==> config.mk <==
export PLATFORM = sky130hd
export DESIGN_NAME = sch_system_command_handler
export DESIGN_NICKNAME = d
export VERILOG_FILES = /design/src/rtl/sch_pkg.sv /design/src/rtl/sch_beeper.sv /design/src/rtl/sch_system_command_handler.sv
export SDC_FILE = /design/constraint.sdc
export NUM_CORES = 1
export LEC_CHECK = 0
export BUFFER_PORTS_ARGS = -buffer_cell sky130_fd_sc_hd__buf_4
export CORE_MARGIN = 2
export CORE_UTILIZATION = 58
export CTS_BUF_LIST = sky130_fd_sc_hd__clkbuf_2
export DETAILED_ROUTE_END_ITERATION = 10
export GPL_TIMING_DRIVEN = 0
export PLACE_DENSITY = 0.95
export SYNTH_ARGS = -nofsm -noshare
export SYNTH_HDL_FRONTEND = slang
export SYNTH_HIERARCHICAL = 1
export SYNTH_SLANG_ARGS = --single-unit
==> constraint.sdc <==
create_clock -name clk_in -period 4.8 [get_ports clk_in]
set_input_delay 0.48 -clock clk_in [delete_from_list [all_inputs] [get_ports clk_in]]
set_output_delay 0.48 -clock clk_in [all_outputs]
set_load 0.02 [all_outputs]
==> src/rtl/sch_pkg.sv <==
package sch_pkg;

  // ****************************************************************
  // command characters (ascii)
  // ****************************************************************
  localparam logic [7:0] CH_S = 8'h53;
  localparam logic [7:0] CH_A = 8'h41;
  localparam logic [7:0] CH_C = 8'h43;
  localparam logic [7:0] CH_D = 8'h44;
  localparam logic [7:0] CH_V = 8'h56;
  localparam logic [7:0] CH_0 = 8'h30;
  localparam logic [7:0] CH_9 = 8'h39;

  // ****************************************************************
  // register map (word index on the plain register port)
  // ****************************************************************
  localparam logic [3:0] REG_STATUS = 4'h0;
  localparam logic [3:0] REG_MASK = 4'h1;
  localparam logic [3:0] REG_CTRL = 4'h2;
  localparam logic [3:0] REG_STATE = 4'h3;
  localparam logic [3:0] REG_FIRST_CH = 4'h4;
  localparam logic [3:0] REG_LAST_CH = 4'h5;
  localparam logic [3:0] REG_VIEW = 4'h6;
  localparam logic [3:0] REG_ERRORS = 4'h7;

  // status / mask bit positions
  localparam int ST_BEEP = 0;
  localparam int ST_CLEAR = 1;
  localparam int ST_DISP = 2;
  localparam int ST_REJECT = 3;
  localparam int ST_W = 4;

  // ****************************************************************
  // reset values and settings
  // ****************************************************************
  localparam logic [9:0] FIRST_CH_RST = 10'h000;
  localparam logic [9:0] LAST_CH_RST = 10'h3e7;
  localparam logic [1:0] TRIG_INTERNAL = 2'h1;
  localparam logic [1:0] TRIG_RST = 2'h1;
  localparam logic DISP_ON_RST = 1'b1;

  // ****************************************************************
  // timing
  // ****************************************************************
  localparam int CLK_NS = 8;
  localparam int BEEP_US = 100;
  localparam int BEEP_CYC = (BEEP_US * 1000) / CLK_NS;
  localparam int CLR_PULSE_CYC = 1;

  typedef enum logic [4:0] {
    SCH_IDLE = 5'b00001,
    SCH_CHAR2 = 5'b00010,
    SCH_ARG = 5'b00100,
    SCH_EXEC = 5'b01000,
    SCH_BUSY = 5'b10000
  } sch_state_e;

  typedef enum logic [2:0] {
    SCH_OP_NONE = 3'h0,
    SCH_OP_BEEP = 3'h1,
    SCH_OP_CLEAR = 3'h2,
    SCH_OP_DISP = 3'h3,
    SCH_OP_VIEW = 3'h4
  } sch_op_e;

  typedef struct packed {
    logic [7:0] data;
    logic valid;
    logic serial;
  } sch_char_s;

  typedef struct packed {
    logic abort_exec;
    logic stop_tx;
    logic open_channels;
    logic init_plugins;
    logic clear_errors;
  } sch_clear_s;

endpackage

==> src/rtl/sch_beeper.sv <==
`timescale 1ns/1ps
// ****************************************************************
// single beep timer
// ****************************************************************
module sch_beeper #(
  parameter int BEEP_CYCLES = sch_pkg::BEEP_CYC
) (
  // clock and reset
  input wire logic clk_in,
  input wire logic srst_in,
  // control
  input wire logic start_in,
  output logic busy_out,
  output logic sounder_out
);
  typedef struct packed {
    logic [23:0] cnt;
    logic on;
  } sch_beep_s;

  sch_beep_s st_ff;
  sch_beep_s nxt_st;

  always_comb begin
    nxt_st = st_ff;
    if (st_ff.on) begin
      if (st_ff.cnt == 24'h000001) begin
        nxt_st.on = 1'b0;
      end
      nxt_st.cnt = st_ff.cnt - 24'h000001;
    end else if (start_in) begin
      nxt_st.on = 1'b1;
      nxt_st.cnt = 24'(BEEP_CYCLES);
    end
  end

  always_ff @(posedge clk_in) begin
    if (srst_in) begin
      st_ff <= '0;
    end else begin
      st_ff <= nxt_st;
    end
  end

  assign busy_out = st_ff.on;
  assign sounder_out = st_ff.on;
endmodule // sch_beeper

==> src/rtl/sch_system_command_handler.sv <==
// The register addresses and the address-and-strobe port were decided locally.
`timescale 1ns/1ps
// Functional notes
// - beep command drives the sounder for exactly one beep.
// - partial clear is taken from the serial link or the panel reset key; no power-on reset.
// - clear aborts executing commands and stops transmission to controller.
// - clear opens all channels and initialises all plug-in assemblies.
// - clear zeroes interrupt mask and status register, then sets the status clear bit.
// - clear sets voltmeter trigger to the internal setting.
// - clear sets first scan channel 000 and last 999.
// - clear keeps voltmeter format and reading storage buffer.
// - clear keeps local/remote mode and command input buffer.
// - clear erases recorded system errors; controller sends it alone.
// - front panel clear command is rejected; only the reset key clears locally.
// - display-off freezes numeric display and blanks channel lamps only.
// - while off, only view values update the numeric display.
// - display-on restores normal numeric and channel updating.
// - display is enabled after reset.
module sch_system_command_handler #(
  parameter int BEEP_CYCLES = sch_pkg::BEEP_CYC
) (
  // clock and reset
  input wire logic clk_in,
  input wire logic srst_in,
  // command characters
  input wire sch_pkg::sch_char_s cmd_char_in,
  output logic cmd_ready_out,
  // front panel
  input wire logic panel_reset_key_in,
  input wire logic [23:0] normal_value_in,
  input wire logic [9:0] normal_channel_in,
  input wire logic [23:0] view_value_in,
  output logic [23:0] numeric_display_out,
  output logic [9:0] channel_lamps_out,
  output logic channel_lamps_en_out,
  output logic sounder_out,
  // system events
  input wire logic [sch_pkg::ST_W-1:0] ext_event_in,
  input wire logic sys_error_in,
  // clear actions
  output sch_pkg::sch_clear_s clear_out,
  output logic [1:0] trigger_src_out,
  output logic [9:0] first_ch_out,
  output logic [9:0] last_ch_out,
  // register port
  input wire logic [3:0] reg_addr_in,
  input wire logic [31:0] reg_wdata_in,
  input wire logic reg_wr_in,
  input wire logic reg_rd_in,
  output logic [31:0] reg_rdata_out,
  // interrupt
  output logic irq_out
);

  // ****************************************************************
  // state
  // ****************************************************************
  typedef struct packed {
    sch_pkg::sch_state_e fsm;
    sch_pkg::sch_op_e op;
    logic [7:0] arg;
    logic has_arg;
    logic from_serial;
    logic [sch_pkg::ST_W-1:0] status;
    logic [sch_pkg::ST_W-1:0] mask;
    logic disp_on;
    logic [23:0] view_val;
    logic [23:0] disp_val;
    logic [9:0] chan_val;
    logic [1:0] trig;
    logic [9:0] first_ch;
    logic [9:0] last_ch;
    logic [7:0] err_cnt;
    sch_pkg::sch_clear_s clr;
    logic beep_go;
    logic [31:0] rdata;
  } sch_st_s;

  sch_st_s st_ff;
  sch_st_s nxt_st;
  logic beep_busy;

  sch_beeper #(
    .BEEP_CYCLES(BEEP_CYCLES)
  ) u_beeper (
    .clk_in(clk_in),
    .srst_in(srst_in),
    .start_in(st_ff.beep_go),
    .busy_out(beep_busy),
    .sounder_out(sounder_out)
  );

  function automatic logic is_digit(input logic [7:0] c);
    is_digit = (c >= sch_pkg::CH_0) && (c <= sch_pkg::CH_9);
  endfunction

  // ****************************************************************
  // next state
  // ****************************************************************
  always_comb begin
    logic do_clear;
    logic [sch_pkg::ST_W-1:0] ev;
    do_clear = 1'b0;
    ev = ext_event_in;
    nxt_st = st_ff;
    nxt_st.beep_go = 1'b0;
    nxt_st.clr = '0;
    nxt_st.rdata = '0;

    // decoder
    case (st_ff.fsm)
      sch_pkg::SCH_IDLE: begin
        if (cmd_char_in.valid && cmd_char_in.data == sch_pkg::CH_S) begin
          nxt_st.fsm = sch_pkg::SCH_CHAR2;
          nxt_st.from_serial = cmd_char_in.serial;
        end
      end
      sch_pkg::SCH_CHAR2: begin
        if (cmd_char_in.valid) begin
          nxt_st.has_arg = 1'b0;
          nxt_st.fsm = sch_pkg::SCH_ARG;
          case (cmd_char_in.data)
            sch_pkg::CH_A: nxt_st.op = sch_pkg::SCH_OP_BEEP;
            sch_pkg::CH_C: nxt_st.op = sch_pkg::SCH_OP_CLEAR;
            sch_pkg::CH_D: nxt_st.op = sch_pkg::SCH_OP_DISP;
            sch_pkg::CH_V: nxt_st.op = sch_pkg::SCH_OP_VIEW;
            default: begin
              nxt_st.op = sch_pkg::SCH_OP_NONE;
              nxt_st.fsm = sch_pkg::SCH_IDLE;
              ev[sch_pkg::ST_REJECT] = 1'b1;
            end
          endcase
        end
      end
      sch_pkg::SCH_ARG: begin
        // optional digit; the next char, digit or not, ends the command
        if (cmd_char_in.valid) begin
          if (is_digit(cmd_char_in.data)) begin
            nxt_st.arg = cmd_char_in.data - sch_pkg::CH_0;
            nxt_st.has_arg = 1'b1;
          end
          nxt_st.fsm = sch_pkg::SCH_EXEC;
        end
      end
      sch_pkg::SCH_EXEC: begin
        nxt_st.fsm = sch_pkg::SCH_BUSY;
        case (st_ff.op)
          sch_pkg::SCH_OP_BEEP: begin
            nxt_st.beep_go = 1'b1;
            ev[sch_pkg::ST_BEEP] = 1'b1;
          end
          sch_pkg::SCH_OP_CLEAR: begin
            if (st_ff.from_serial) begin
              do_clear = 1'b1;
            end else begin
              ev[sch_pkg::ST_REJECT] = 1'b1;
            end
          end
          sch_pkg::SCH_OP_DISP: begin
            if (st_ff.has_arg && st_ff.arg == 8'h00) begin
              nxt_st.disp_on = 1'b0;
            end else if (st_ff.has_arg && st_ff.arg == 8'h01) begin
              nxt_st.disp_on = 1'b1;
            end else begin
              ev[sch_pkg::ST_REJECT] = 1'b1;
            end
            ev[sch_pkg::ST_DISP] = 1'b1;
          end
          sch_pkg::SCH_OP_VIEW: begin
            nxt_st.view_val = view_value_in;
            nxt_st.disp_val = view_value_in;
          end
          default: begin
            nxt_st.fsm = sch_pkg::SCH_IDLE;
          end
        endcase
      end
      sch_pkg::SCH_BUSY: begin
        // next command waits for the beep to finish
        if (!beep_busy && !st_ff.beep_go) begin
          nxt_st.fsm = sch_pkg::SCH_IDLE;
        end
      end
      default: begin
        nxt_st.fsm = sch_pkg::SCH_IDLE;
      end
    endcase

    if (panel_reset_key_in) begin
      do_clear = 1'b1;
    end

    // register writes
    if (reg_wr_in) begin
      case (reg_addr_in)
        sch_pkg::REG_STATUS: begin
          nxt_st.status = st_ff.status & ~reg_wdata_in[sch_pkg::ST_W-1:0];
        end
        sch_pkg::REG_MASK: nxt_st.mask = reg_wdata_in[sch_pkg::ST_W-1:0];
        sch_pkg::REG_CTRL: nxt_st.disp_on = reg_wdata_in[0];
        default: begin
        end
      endcase
    end

    // display path; lamps go dark in the same cycle the display turns off
    if (nxt_st.disp_on) begin
      nxt_st.disp_val = normal_value_in;
      nxt_st.chan_val = normal_channel_in;
    end else begin
      nxt_st.chan_val = '0;
    end

    if (sys_error_in && st_ff.err_cnt != 8'hff) begin
      nxt_st.err_cnt = st_ff.err_cnt + 8'h01;
    end

    // partial clear: mode, input buffer, format and storage untouched
    if (do_clear) begin
      nxt_st.fsm = sch_pkg::SCH_IDLE;
      nxt_st.op = sch_pkg::SCH_OP_NONE;
      nxt_st.beep_go = 1'b0;
      nxt_st.clr.abort_exec = 1'b1;
      nxt_st.clr.stop_tx = 1'b1;
      nxt_st.clr.open_channels = 1'b1;
      nxt_st.clr.init_plugins = 1'b1;
      nxt_st.clr.clear_errors = 1'b1;
      nxt_st.err_cnt = '0;
      nxt_st.mask = '0;
      nxt_st.status = '0;
      nxt_st.trig = sch_pkg::TRIG_INTERNAL;
      nxt_st.first_ch = sch_pkg::FIRST_CH_RST;
      nxt_st.last_ch = sch_pkg::LAST_CH_RST;
      nxt_st.status[sch_pkg::ST_CLEAR] = 1'b1;
    end else begin
      // set wins over write-one-to-clear
      nxt_st.status = nxt_st.status | ev;
    end

    // register reads
    if (reg_rd_in) begin
      case (reg_addr_in)
        sch_pkg::REG_STATUS: nxt_st.rdata = 32'(st_ff.status);
        sch_pkg::REG_MASK: nxt_st.rdata = 32'(st_ff.mask);
        sch_pkg::REG_CTRL: nxt_st.rdata = 32'(st_ff.disp_on);
        sch_pkg::REG_STATE: nxt_st.rdata = {27'h0, st_ff.fsm};
        sch_pkg::REG_FIRST_CH: nxt_st.rdata = 32'(st_ff.first_ch);
        sch_pkg::REG_LAST_CH: nxt_st.rdata = 32'(st_ff.last_ch);
        sch_pkg::REG_VIEW: nxt_st.rdata = 32'(st_ff.view_val);
        sch_pkg::REG_ERRORS: nxt_st.rdata = {22'h0, st_ff.trig, st_ff.err_cnt};
        default: nxt_st.rdata = '0;
      endcase
    end
  end

  // ****************************************************************
  // registers
  // ****************************************************************
  always_ff @(posedge clk_in) begin
    if (srst_in) begin
      st_ff <= '0;
      st_ff.fsm <= sch_pkg::SCH_IDLE;
      st_ff.disp_on <= sch_pkg::DISP_ON_RST;
      st_ff.trig <= sch_pkg::TRIG_RST;
      st_ff.first_ch <= sch_pkg::FIRST_CH_RST;
      st_ff.last_ch <= sch_pkg::LAST_CH_RST;
    end else begin
      st_ff <= nxt_st;
    end
  end

  // ****************************************************************
  // outputs
  // ****************************************************************
  assign cmd_ready_out = (st_ff.fsm != sch_pkg::SCH_EXEC) && (st_ff.fsm != sch_pkg::SCH_BUSY);
  assign numeric_display_out = st_ff.disp_val;
  assign channel_lamps_out = st_ff.chan_val;
  assign channel_lamps_en_out = st_ff.disp_on;
  assign clear_out = st_ff.clr;
  assign trigger_src_out = st_ff.trig;
  assign first_ch_out = st_ff.first_ch;
  assign last_ch_out = st_ff.last_ch;
  assign reg_rdata_out = st_ff.rdata;
  assign irq_out = |(st_ff.status & st_ff.mask);

endmodule // sch_system_command_handler

==> results.sh <==
export IMPL_max_clock_freq_mhz=403
export IMPL_overflow=0
export IMPL_area_growth_pct=31.6
export IMPL_skew_ns=0.0320
export IMPL_syn_cell_area_sq_um=7180
export IMPL_clkSinkCount=144
export IMPL_synth_top_area_cell="dfxtp_1"
export IMPL_coreArea_sq_um=12100
export IMPL_grt_max_degree=17
export IMPL_gp_congestion=0.945
export IMPL_synth_top_cell_area_share_pct=40.2
export IMPL_cts_max_level=4
export IMPL_fin_nets=1187
export IMPL_outcome="finished clean"
export IMPL_arrival_ns=2.00
export IMPL_powerDensity_nw_per_um2=260
export IMPL_ys_types=72
export IMPL_required_ns=4.32
export IMPL_syn_avg_cell_area_sq_um=8.78
export IMPL_period_share_pct=51.7
export IMPL_numCtsBuffers=17
export IMPL_placed_cell_area_sq_um=8620
export IMPL_stdcell_area_sq_um=9450
export IMPL_slew_violations=0
export IMPL_portBuffers=150
export IMPL_cts_tree="done"
export IMPL_die_area_sq_um=13300
export IMPL_rsz0062_at_grt="false"
export IMPL_antenna_found_initial=1
export IMPL_tightest_slew_ns=0.904
export IMPL_post_route_min_period_ns=2.48
export IMPL_crit_path_top_delay_cell="dfxtp_1"
export IMPL_path_class="reg -> out"
export IMPL_ys_warnings_count=6
export IMPL_synth_edf_count=0
export IMPL_setup_violations=0
export IMPL_die_y_um=115
export IMPL_ys_flop_type="dfxtp_1"
export IMPL_fin_setup_tns_ns=0
export IMPL_clk_pin_slew_worst_paths_ns=0.22
export IMPL_yosysSeqAreaShare_pct=40.2
export IMPL_routedWlPerCell_um=16.9
export IMPL_slowest_delay_ns=0.43
export IMPL_synth_cells=818
export IMPL_routed_wl_mm=21.1
export IMPL_synth_area_top_cells="dfxtp_1 (40%), buf_4 (10%), a21oi_1 (5.8%)"
export IMPL_initial_core_util_pct=59.5
export IMPL_grt_pass1_vias=6618
export IMPL_final_util_pct=78.3
export IMPL_ys_ff_latch=144
export IMPL_end_kind="output pin"
export IMPL_clock_path_buffers=2
export IMPL_final_common_cell="buf_4"
export IMPL_place_hpwl_mm=14.0
export IMPL_antenna_left=0
export IMPL_die_x_um=115
export IMPL_fillers=747
export IMPL_track_usage_pct=31.4
export IMPL_std_cell_rows=40
export IMPL_finalHoldViolCount=0
export IMPL_grt_pass1_wl_mm=32.0
export IMPL_ir_drop_v=0.000208
export IMPL_relSlewSlack_pct=39.6
export IMPL_start_kind="register"
export IMPL_worstSkewPairLatency_ns=0.78
export IMPL_p_leak_nw=4.17
export IMPL_cts_root_buf="clkbuf_2"
export IMPL_synthArstFlopShare_pct=0
export IMPL_mostFrequentLayoutCells="buf_4 (246), dfxtp_1 (144), nand2_1 (105), a21oi_1 (83), nor2_1 (61)"
export IMPL_vias=6932
export IMPL_vias_per_cell=5.55
export IMPL_drive_above_1_share_pct=30.5
export IMPL_drc_errors=0
export IMPL_crit_path_cell_trace="buf_1 -> xor2_1 -> nand2_1 -> buf_4"
export IMPL_hold_path_class="in -> reg"
export IMPL_cp_max_fo=10
export IMPL_drtIter0Drc=700
export IMPL_drtPass1Iterations=5
export IMPL_maxCapViolations=0
export IMPL_ios=211
[flip-flops by register name, summed over array words and instances (netlist names)]
name / count
u_beeper/st_ff: 24
channel_lamps_out: 10
reg_rdata_out: 24
numeric_display_out: 24
u_beeper/busy_out: 1
clear_out: 1
st_ff: 59
channel_lamps_en_out: 1
[power breakdown]
part	leakage (nW)	internal [mW]	switching, mW
Clock	0.172	0.397	0.466
Sequential	1.17	1.22	0.0134
Combinational	2.83	0.190	0.168
Total	4.17	1.81	0.647
[worst paths after layout]
| kind | endpoint | slack (ns) | start | depth (start not counted) |
|---|---|---|---|---|
| setup / recovery | cmd_ready_out | 2.32 | st_ff[151]$_SDFFE_PP0P_ | 4 |
| hold / removal | numeric_display_out[2]$_SDFFE_PP0P_ | 0.02 | normal_value_in[2] | 3 |
| setup reg to reg | numeric_display_out[7]$_SDFFE_PP0P_ | 2.36 | st_ff[148]$_SDFFE_PP1P_ | 7 |
| hold reg to reg | reg_rdata_out[7]$_SDFF_PP0_ | 0.47 | st_ff[109]$_SDFFE_PP0P_ | 2 |
[repair_timing]
action	in CTS	in global routing
hold buffers	48	4
buffers inserted	0	0
setup endpoints to repair	0	0
resized for setup	0	0
hold endpoints to repair	47	4
[critical path: cells and delay by family (launching register included)]
family / cells / cell delay [ns]
xor+xnor: 1 / 0.18
buf+inv: 2 / 0.56
simple gates: 1 / 0.07
flops: 1 / 0.43
[metrics by stage]
stage          power, mW  setup slack (ns)  hold WS (ns)  std cells
5_1_grt             2.53              2.18       0.00124       1249
3_5_place_dp        1.57              2.40         0.441       1164
6_report            2.45              2.32        0.0226       1250
3_3_place_gp        1.56              2.44         0.433       1164
4_1_cts             2.43              2.30       0.00412       1244
2_1_floorplan       1.45              2.59         0.430        846
[synth_stat cells, types with 3 or more instances]
library cell	number
ha_1	6
and3b_1	11
or3_1	3
and2_1	14
dfxtp_1	144
a21oi_1	83
buf_4	96
buf_2	3
nor4_1	7
a211oi_1	8
clkbuf_1	31
nor2b_1	33
a22oi_1	4
nand4_1	10
nor3b_1	6
mux2_2	9
nand2b_1	9
nand3_1	13
or4_1	4
o21ai_0	11
o2111ai_1	3
nor2_1	61
and4_1	3
mux2i_1	17
nor3_1	14
xnor2_1	8
o211ai_1	5
buf_1	3
nand2_1	105
a311oi_1	3
mux2_4	19
inv_1	14
xor2_1	4
o311ai_0	3
[cells by family (layout without fill, tap and decap cells)]
logic type	count (synthesis)	count (layout)	share of synthesized area [%]
adders and majority gates	6	6	1.05
other	2	32	0.105
DFF	144	144	40.2
buffers and inverters	151	385	13.7
muxes	47	47	8.07
and+or+nand+nor	319	319	24.1
xor gates and xnor gates	12	12	1.46
AOI/OAI and AO/OA	137	137	11.4
[per-layer routing]
layer,wire (um),vias up,share of wire (%),global-route usage [%]
met5,0,-,0,0
met4,949,0,4.5,16.3
met3,1810,93,8.6,9.80
met2,10500,402,50,53.0
met1,7830,3243,37,35.7
li1,-,3194,-,-
[cell type report]
cell class	count	area, sq um	share of cell area (%)
sequential	144	2880	30.5
multi-input combinational	551	3420	36.2
inverter	14	52.6	0.556
antenna	2	5.00	0.0530
clock inverter	14	214	2.26
buffer	137	928	9.83
clock buffer	18	90.1	0.953
timing repair buffer	202	1650	17.4
tap	168	210	2.22
(Power assumes the default switching activity.)
